$ cat src/hdl/clkbuf_regs.svh
// register map and fixed values of the clock buffer control bank
// assumes inclusion by bare name from the design files
`ifndef CLKBUF_REGS_SVH
`define CLKBUF_REGS_SVH

`define CLKBUF_TARGET_ADDR    7'h6A
`define CLKBUF_OFS_LVDS_OE    8'h00
`define CLKBUF_OFS_DIV_A      8'h01
`define CLKBUF_OFS_DIV_B      8'h02
`define CLKBUF_OFS_RSVD3      8'h03
`define CLKBUF_OFS_RSVD4      8'h04
`define CLKBUF_OFS_RSVD5      8'h05
`define CLKBUF_OFS_IDENT      8'h06
`define CLKBUF_REG_COUNT      8'h07
`define CLKBUF_BIT_OE_THIRD   5
`define CLKBUF_BIT_OE_FOURTH  4
`define CLKBUF_RST_OE_THIRD   1'b1
`define CLKBUF_RST_OE_FOURTH  1'b1
`define CLKBUF_RST_DIV_A      8'h0F
`define CLKBUF_RST_DIV_B      8'h2E
`define CLKBUF_DIV_MIN        8'h02

`endif

$ cat src/hdl/clkbuf_pkg.sv
// types shared by the clock buffer control bank
// assumes no other package
package clkbuf_pkg;

  typedef enum logic [2:0] {
    ST_IDLE,
    ST_RECV,
    ST_DEV_ACK,
    ST_SEND,
    ST_HOST_ACK
  } serial_state_e;

  typedef logic [7:0] byte_t;

endpackage

$ cat src/hdl/power_clock_divider.sv
// divides the reference tick into one power-control clock
// assumes ref_tick_i is a one-cycle pulse on clock_i at the reference rate
`timescale 1ns/10ps
`include "clkbuf_regs.svh"

module power_clock_divider #(
  parameter logic [7:0] RESET_DIVIDE = `CLKBUF_RST_DIV_A
) (
  input  wire logic       clock_i,
  input  wire logic       sys_rst_i,
  input  wire logic       ce_i,
  input  wire logic       ref_tick_i,
  input  wire logic [7:0] divide_i,
  output logic            clk_o
);

  logic [7:0] active_div;
  logic [7:0] count;
  wire        period_end = (count >= active_div - 8'h01);
  wire  [7:0] next_count = period_end ? 8'h00 : count + 8'h01;
  wire  [7:0] high_len   = active_div >> 1;
  wire        running    = (active_div >= `CLKBUF_DIV_MIN);

  // new divider taken only at a period boundary, but that tick uses the old value: a stop leaves a one-tick pulse, a start a short one
  always_ff @(posedge clock_i) begin
    if (sys_rst_i) begin
      active_div <= RESET_DIVIDE;
      count      <= 8'h00;
      clk_o      <= 1'b0;
    end else if (ce_i && ref_tick_i) begin
      count <= next_count;
      clk_o <= running && (next_count < high_len);
      if (period_end) begin
        active_div <= divide_i;
      end
    end
  end

endmodule // power_clock_divider

$ cat src/hdl/clock_buffer_i2c_control_regs.sv
// serial target register bank of the clock buffer
// assumes scl/sda are raw pins; ref_tick_i comes from clock_i-domain logic
// Contract
// target only; block write and read
// answers fixed seven-bit address, D4/D5
// first byte after write address is offset
// byte0 bit5 enables third lvds, resets 1
// byte0 bit4 enables fourth lvds, resets 1
// byte1 divider for clock a, reset 0x0F
// byte2 divider for clock b, reset 0x2E
// bytes 3 to 5 reserved, read-only
// byte6 read-only revision and vendor ident
// write: offset, count, data; device acks each
// read: count then data; host nacks last
// disabled lvds pair is not driven
// offset advances per data byte; ro ignored
// dividers glitch-free at reference over value; stopping one emits a one-tick pulse
`timescale 1ns/10ps
`include "clkbuf_regs.svh"

module clock_buffer_i2c_control_regs #(
  parameter logic [3:0] REVISION_ID = 4'h3, // value arbitrary
  parameter logic [3:0] VENDOR_ID   = 4'h5  // value arbitrary
) (
  input  wire logic clock_i,
  input  wire logic sys_rst_i,
  input  wire logic ce_i,
  input  wire logic ref_tick_i,
  input  wire logic scl_i,
  input  wire logic sda_i,
  output logic      sda_o,
  output logic      sda_oe_o,
  output logic      lvds_clock_third_oe_o,
  output logic      lvds_clock_fourth_oe_o,
  output logic      power_clock_out_a_o,
  output logic      power_clock_out_b_o
);

  clkbuf_pkg::serial_state_e state;
  logic [2:0]          scl_sync;
  logic [2:0]          sda_sync;
  logic                scl_f;
  logic                sda_f;
  logic                scl_q;
  logic                sda_q;
  logic [3:0]          bit_cnt;
  logic [1:0]          byte_idx;
  logic                is_read;
  logic                host_ack;
  clkbuf_pkg::byte_t   shreg;
  clkbuf_pkg::byte_t   tx;
  clkbuf_pkg::byte_t   pointer;
  logic                oe_third;
  logic                oe_fourth;
  clkbuf_pkg::byte_t   div_a;
  clkbuf_pkg::byte_t   div_b;

  // three-stage synchronisers, level changes once stages two and three agree
  always_ff @(posedge clock_i) begin
    if (sys_rst_i) begin
      scl_sync <= 3'h7;
      sda_sync <= 3'h7;
      scl_f    <= 1'b1;
      sda_f    <= 1'b1;
      scl_q    <= 1'b1;
      sda_q    <= 1'b1;
    end else if (ce_i) begin
      scl_sync <= {scl_sync[1:0], scl_i};
      sda_sync <= {sda_sync[1:0], sda_i};
      if (scl_sync[1] == scl_sync[2]) begin
        scl_f <= scl_sync[2];
      end
      if (sda_sync[1] == sda_sync[2]) begin
        sda_f <= sda_sync[2];
      end
      scl_q <= scl_f;
      sda_q <= sda_f;
    end
  end

  wire scl_rise  = scl_f & ~scl_q;
  wire scl_fall  = ~scl_f & scl_q;
  wire start_det = scl_f & scl_q & sda_q & ~sda_f;
  wire stop_det  = scl_f & scl_q & ~sda_q & sda_f;

  // rx byte completes with the eighth bit shifted in
  wire [7:0] rx_byte    = shreg;
  wire       addr_match = (rx_byte[7:1] == `CLKBUF_TARGET_ADDR);

  // read decode; reserved bits and locations read as zero
  wire [7:0] lvds_oe_byte = ({7'h00, oe_third} << `CLKBUF_BIT_OE_THIRD)
                          | ({7'h00, oe_fourth} << `CLKBUF_BIT_OE_FOURTH);
  wire [7:0] read_byte =
      (pointer == `CLKBUF_OFS_LVDS_OE) ? lvds_oe_byte :
      (pointer == `CLKBUF_OFS_DIV_A)   ? div_a :
      (pointer == `CLKBUF_OFS_DIV_B)   ? div_b :
      (pointer == `CLKBUF_OFS_IDENT)   ? {REVISION_ID, VENDOR_ID} :
                                         8'h00;

  wire wr_data = (byte_idx == 2'd3);
  wire wr_oe   = wr_data && (pointer == `CLKBUF_OFS_LVDS_OE);
  wire wr_div_a = wr_data && (pointer == `CLKBUF_OFS_DIV_A);
  wire wr_div_b = wr_data && (pointer == `CLKBUF_OFS_DIV_B);
  wire [7:0] count_byte = `CLKBUF_REG_COUNT;

  // target-only sequencer: never drives scl, only answers the host
  always_ff @(posedge clock_i) begin
    if (sys_rst_i) begin
      state    <= clkbuf_pkg::ST_IDLE;
      bit_cnt  <= 4'h0;
      byte_idx <= 2'd0;
      is_read  <= 1'b0;
      host_ack <= 1'b0;
      shreg    <= 8'h00;
      tx       <= 8'h00;
      pointer  <= 8'h00;
      sda_oe_o <= 1'b0;
      sda_o    <= 1'b0;
    end else if (ce_i) begin
      sda_o <= 1'b0;
      if (start_det) begin
        state    <= clkbuf_pkg::ST_RECV;
        bit_cnt  <= 4'h0;
        byte_idx <= 2'd0;
        sda_oe_o <= 1'b0;
      end else if (stop_det) begin
        state    <= clkbuf_pkg::ST_IDLE;
        sda_oe_o <= 1'b0;
      end else begin
        unique case (state)
          clkbuf_pkg::ST_IDLE: begin
            sda_oe_o <= 1'b0;
          end
          clkbuf_pkg::ST_RECV: begin
            if (scl_rise && bit_cnt != 4'h8) begin
              shreg   <= {shreg[6:0], sda_f};
              bit_cnt <= bit_cnt + 4'h1;
            end else if (scl_fall && bit_cnt == 4'h8) begin
              bit_cnt <= 4'h0;
              if (byte_idx == 2'd0) begin
                if (addr_match) begin
                  is_read  <= rx_byte[0];
                  sda_oe_o <= 1'b1;
                  state    <= clkbuf_pkg::ST_DEV_ACK;
                end else begin
                  state <= clkbuf_pkg::ST_IDLE;
                end
              end else begin
                if (byte_idx == 2'd1) begin
                  pointer <= rx_byte;
                end else if (wr_data) begin
                  pointer <= pointer + 8'h01;
                end
                sda_oe_o <= 1'b1;
                state    <= clkbuf_pkg::ST_DEV_ACK;
              end
              if (byte_idx != 2'd3) begin
                byte_idx <= byte_idx + 2'd1;
              end
            end
          end
          clkbuf_pkg::ST_DEV_ACK: begin
            if (scl_fall) begin
              if (is_read) begin
                // count byte goes out first
                tx       <= count_byte;
                sda_oe_o <= ~count_byte[7];
                state    <= clkbuf_pkg::ST_SEND;
              end else begin
                sda_oe_o <= 1'b0;
                state    <= clkbuf_pkg::ST_RECV;
              end
            end
          end
          clkbuf_pkg::ST_SEND: begin
            if (scl_fall) begin
              if (bit_cnt == 4'h7) begin
                bit_cnt  <= 4'h0;
                sda_oe_o <= 1'b0;
                state    <= clkbuf_pkg::ST_HOST_ACK;
              end else begin
                bit_cnt  <= bit_cnt + 4'h1;
                tx       <= {tx[6:0], 1'b0};
                sda_oe_o <= ~tx[6];
              end
            end
          end
          clkbuf_pkg::ST_HOST_ACK: begin
            if (scl_rise) begin
              host_ack <= ~sda_f;
            end else if (scl_fall) begin
              if (host_ack) begin
                tx       <= read_byte;
                sda_oe_o <= ~read_byte[7];
                pointer  <= pointer + 8'h01;
                state    <= clkbuf_pkg::ST_SEND;
              end else begin
                state <= clkbuf_pkg::ST_IDLE;
              end
            end
          end
        endcase
      end
    end
  end

  // register writes; read-only and reserved offsets drop the data
  always_ff @(posedge clock_i) begin
    if (sys_rst_i) begin
      oe_third  <= `CLKBUF_RST_OE_THIRD;
      oe_fourth <= `CLKBUF_RST_OE_FOURTH;
      div_a     <= `CLKBUF_RST_DIV_A;
      div_b     <= `CLKBUF_RST_DIV_B;
    end else if (ce_i && state == clkbuf_pkg::ST_RECV && scl_fall && bit_cnt == 4'h8) begin
      if (wr_oe) begin
        oe_third  <= rx_byte[`CLKBUF_BIT_OE_THIRD];
        oe_fourth <= rx_byte[`CLKBUF_BIT_OE_FOURTH];
      end
      if (wr_div_a) begin
        div_a <= rx_byte;
      end
      if (wr_div_b) begin
        div_b <= rx_byte;
      end
    end
  end

  // pad drivers tri-state the pair while low
  always_ff @(posedge clock_i) begin
    if (sys_rst_i) begin
      lvds_clock_third_oe_o  <= `CLKBUF_RST_OE_THIRD;
      lvds_clock_fourth_oe_o <= `CLKBUF_RST_OE_FOURTH;
    end else if (ce_i) begin
      lvds_clock_third_oe_o  <= oe_third;
      lvds_clock_fourth_oe_o <= oe_fourth;
    end
  end

  power_clock_divider #(
    .RESET_DIVIDE (`CLKBUF_RST_DIV_A)
  ) u_div_a (
    .clock_i    (clock_i),
    .sys_rst_i  (sys_rst_i),
    .ce_i       (ce_i),
    .ref_tick_i (ref_tick_i),
    .divide_i   (div_a),
    .clk_o      (power_clock_out_a_o)
  );

  power_clock_divider #(
    .RESET_DIVIDE (`CLKBUF_RST_DIV_B)
  ) u_div_b (
    .clock_i    (clock_i),
    .sys_rst_i  (sys_rst_i),
    .ce_i       (ce_i),
    .ref_tick_i (ref_tick_i),
    .divide_i   (div_b),
    .clk_o      (power_clock_out_b_o)
  );

endmodule // clock_buffer_i2c_control_regs

$ cat config.mk
export PLATFORM = sky130hd
export DESIGN_NAME = clock_buffer_i2c_control_regs
export DESIGN_NICKNAME = d
export VERILOG_FILES = /design/src/hdl/clkbuf_pkg.sv /design/src/hdl/power_clock_divider.sv /design/src/hdl/clock_buffer_i2c_control_regs.sv
export VERILOG_INCLUDE_DIRS = /design/src /design/src/hdl
export SDC_FILE = /design/constraint.sdc
export NUM_CORES = 1
export LEC_CHECK = 0
export ABC_AREA = 1
export BUFFER_PORTS_ARGS = -buffer_cell sky130_fd_sc_hd__buf_4
export CAP_MARGIN = 30
export CORE_UTILIZATION = 57
export DETAILED_ROUTE_END_ITERATION = 8
export GPL_TIMING_DRIVEN = 0
export PLACE_DENSITY = 0.82
export RECOVER_POWER = 25
export SETUP_SLACK_MARGIN = 0.02
export SYNTH_ARGS = -nofsm -noshare
export SYNTH_HDL_FRONTEND = slang
export SYNTH_SLANG_ARGS = --single-unit
$ cat constraint.sdc
create_clock -name clock_i -period 3.2 [get_ports clock_i]
set_clock_uncertainty 0.15 [all_clocks]
set_input_delay 0 -clock clock_i [delete_from_list [all_inputs] [get_ports clock_i]]
set_output_delay 0 -clock clock_i [all_outputs]
set_load 0.005 [all_outputs]
==> flow_summary_export.csv <==
group,metric,value,unit
run_status,outcome,"finished, final reports clean",
clock_tree,cts.sinks,99,
setup_path,path_max_fanout,5,
cells_and_area,diodes,0,
routing,vias_per_cell,5.73,
synth,synthCells,796,
place,place_ws,-302,ps
synth,syn_area,5700,µm²
cells_and_area,mostFrequentLayoutCells,"nand2_1 (146), inv_1 (111), dfxtp_1 (95)",
synth,synth_area_per_cell,7.16,µm²
die,start_util,0.586,
setup_path,crit_slowest_cell,"dfxtp_2",
clock_tree,cts-root-buf,"clkbuf_8",
clock_tree,htree_num_levels,3,
routing,ant_nets,0,
timing,final-hold-violation-count,0,
timing,finalSetupViolCount,0,
synth,ys_types,48,
routing,vias,5538,
grt,grt_max_degree,16,
setup_path,r2r_cells,19,
clock_tree,clock_path_buffers,2,
clock_tree,cts_tree,"built",
timing,clock.fmax,0.318,GHz
cells_and_area,fillers,841,
power_and_ir_drop,p_leak,2.85,nW
timing,tightest_slew,817,ps
routing,first_pass_iters,5,
die,core,9730,µm²
hold_path,worstHoldPathType,"in2reg",
routing,drt_iter0_drc,330,
grt,overflow,0,
grt,grt_pass1_vias,5080,
timing,finalCriticalPeriod,3140,ps
synth,yosysWarnings,0,
setup_path,max_stage_delay,340,ps
timing,rsz0062_at_grt,"true",
setup_path,r2r_end,"u_div_b.clk_o",
place,portBuffers,10,
routing,remaining_drc_errors,0,
power_and_ir_drop,total_power,3.10,mW
setup_path,crit_path_end_kind,"register",
timing,slew_viol_final,0,
timing,maxSlewHeadroom,0.450,
job,cap_violations,0,
cells_and_area,final_common_cell,"nand2_1",
routing,wl_per_cell,15.1,µm
setup_path,start_kind,"register",
die,fp.dieH,102,µm
grt,grt_pass1_wl,22900,µm
power_and_ir_drop,ir_worst_vdd,0.408,mV
cells_and_area,area_growth,12.6,%
die,die_area,10400,µm²
cells_and_area,layout-drive-gt1-share,0.113,
die,die_w,102,µm
place,routabilityCongestion,0.962,
hold_path,min_delay_path_depth,5,
die,num_rows,36,
grt,track_usage,0.283,
timing,holdWs,138,ps
grt,antenna_found_initial,0,
setup_path,arrival,3290,ps
power_and_ir_drop,p_per_area,483,nW/µm²
place,dp_hpwl,10600,µm
timing,worst_slack,56.1,ps
synth,synth_nets,845,
setup_path,crit_path_cell_trace,"inv_2 > ha_1 > nand3_1 > xor2_1 > inv_1 > ha_1 > nand2_2 > a21oi_1 > nor2_2 > and3_4 > buf_12 > nand3_1 > inv_1 > ha_1 > a21oi_1 > o211ai_1 > inv_1 > nand4_1 > a21oi_1",
hold_path,hold_start,"ref_tick_i",
cells_and_area,fin_nets,878,
hold_path,holdPathEnd,"u_div_b.count[3]",
synth,ys_ff_latch,99,
setup_path,crit_type,"reg2reg",
die,io_pins,12,
setup_path,reg2reg_from,"u_div_b.active_div[1]",
timing,min_period_over_period,0.982,
synth,synth_seq_area_share,0.348,
clock_tree,cts-buffers-inserted,9,
setup_path,required,3350,ps
setup_path,r2r_slack,60,ps
routing,wl,14600,µm
clock_tree,clkLatencyLatePin,380,ps
clock_tree,path_clk_slew,90,ps
## critical path, delay by kind of cell (launching register included)
family          cells  cell delay (ps)
compound gates      4              580
xor+xnor            1              180
fa+ha+maj           3              790
buf+inv             5              420
flops               1              340
simple gates        6              630
## metal layers
metal | routed length [µm] | GRT usage
met1 | 5970 | 0.319
met2 | 7210 | 0.497
met3 | 865 | 0.0725
met4 | 577 | 0.135
met5 | 0 | 0
## per-stage QoR
stage	cells	setup TNS [ps]	utilization	cell area [µm²]
detailed placement	939	-433	0.611	5940
floorplan	796	0	-	5700
global placement	939	-185	0.611	5940
CTS	956	0	0.637	6200
finish	966	0	0.660	6420
global route	966	-265	0.660	6420
## cells by family (layout without fill, tap and decap cells)
group	count (synthesis)	in the layout	share of synthesized area
AO/OA/AOI/OAI	201	201	0.207
buffers and inverters	147	184	0.104
adder cells (fa/ha/maj)	43	43	0.0944
flip-flops	99	99	0.348
other	1	1	0.000658
XOR/XNOR	18	18	0.0277
AND/OR/NAND/NOR	287	287	0.219
## report_power, final
group	switching [mW]	internal (mW)
Clock	0.432	0.435
Sequential	0.0834	1.32
Combinational	0.526	0.298
## synthesized netlist by cell type (all sizes together)
cell type,n,area [µm²]
nor3b,1,7.51
nand2,151,574
a21o,1,7.51
nand3,39,205
a221oi,2,30.0
a311oi,2,23.8
o21bai,3,22.5
a32oi,1,8.76
clkbuf,16,60.1
ha,43,538
nand4,8,50.1
conb,1,3.75
o41ai,1,8.76
a211oi,8,65.1
o21ai,65,325
and3,1,6.26
o31ai,1,7.51
a31oi,8,50.1
o21a,2,15.0
buf,9,72.6
nor4,4,25.0
nor2,65,262
dfxtp,99,1980
and2,2,12.5
clkinv,1,3.75
o211ai,26,195
or2,1,6.26
nand3b,3,22.5
a21boi,1,7.51
nor3,12,75.1
inv,121,454
o221ai,2,23.8
a21oi,78,390
xnor2,2,17.5
xor2,16,140
## repair_timing
item / CTS / global route
endpoints found under the setup margin: 6 / 2
pin swaps: 0 / 17
gates resized for setup: 7 / 40
buffers inserted: 0 / 10
hold endpoints to repair: 19 / 0
hold buffers: 4 / 0
cloned: 0 / 0
## sequential cells by signal, summed over array words and instances, names as in the netlist, 2 cells and up
| register | count |
|---|---|
| rx_byte | 8 |
| div_a | 8 |
| u_div_b.active_div | 8 |
| byte_idx | 2 |
| sda_sync | 3 |
| u_div_a.active_div | 8 |
| u_div_a.count | 8 |
| tx | 7 |
| u_div_b.count | 8 |
| state | 3 |
| pointer | 8 |
| bit_cnt | 4 |
| scl_sync | 3 |
| div_b | 8 |
## how the worst max path moves through the flow
stage / slack (ps) / cells past startpoint / start / endpoint
6_report: 60 / 19 / u_div_b.active_div[1] / u_div_b.clk_o
4_1_cts: 20 / 19 / u_div_b.active_div[1] / u_div_b.clk_o
5_1_grt: -180 / 21 / u_div_b.active_div[1] / u_div_b.clk_o
3_3_place_gp: -160 / 21 / u_div_a.active_div[0] / u_div_a.clk_o
3_5_place_dp: -300 / 21 / u_div_a.active_div[0] / u_div_a.clk_o
2_1_floorplan: 200 / 19 / u_div_a.active_div[0] / u_div_a.clk_o
## final cells by class
type                       count  area, µm²  share of cell area
clock inverter                 5       78.8              0.0123
buffer                        23        124              0.0193
timing repair buffer          24        195              0.0304
multi-input combinational    550       3270               0.510
sequential                    99       1990               0.310
tap                          133        166              0.0259
inverter                     122        463              0.0721
clock buffer                  10        128              0.0199
Power figures use the tool's default switching activity.
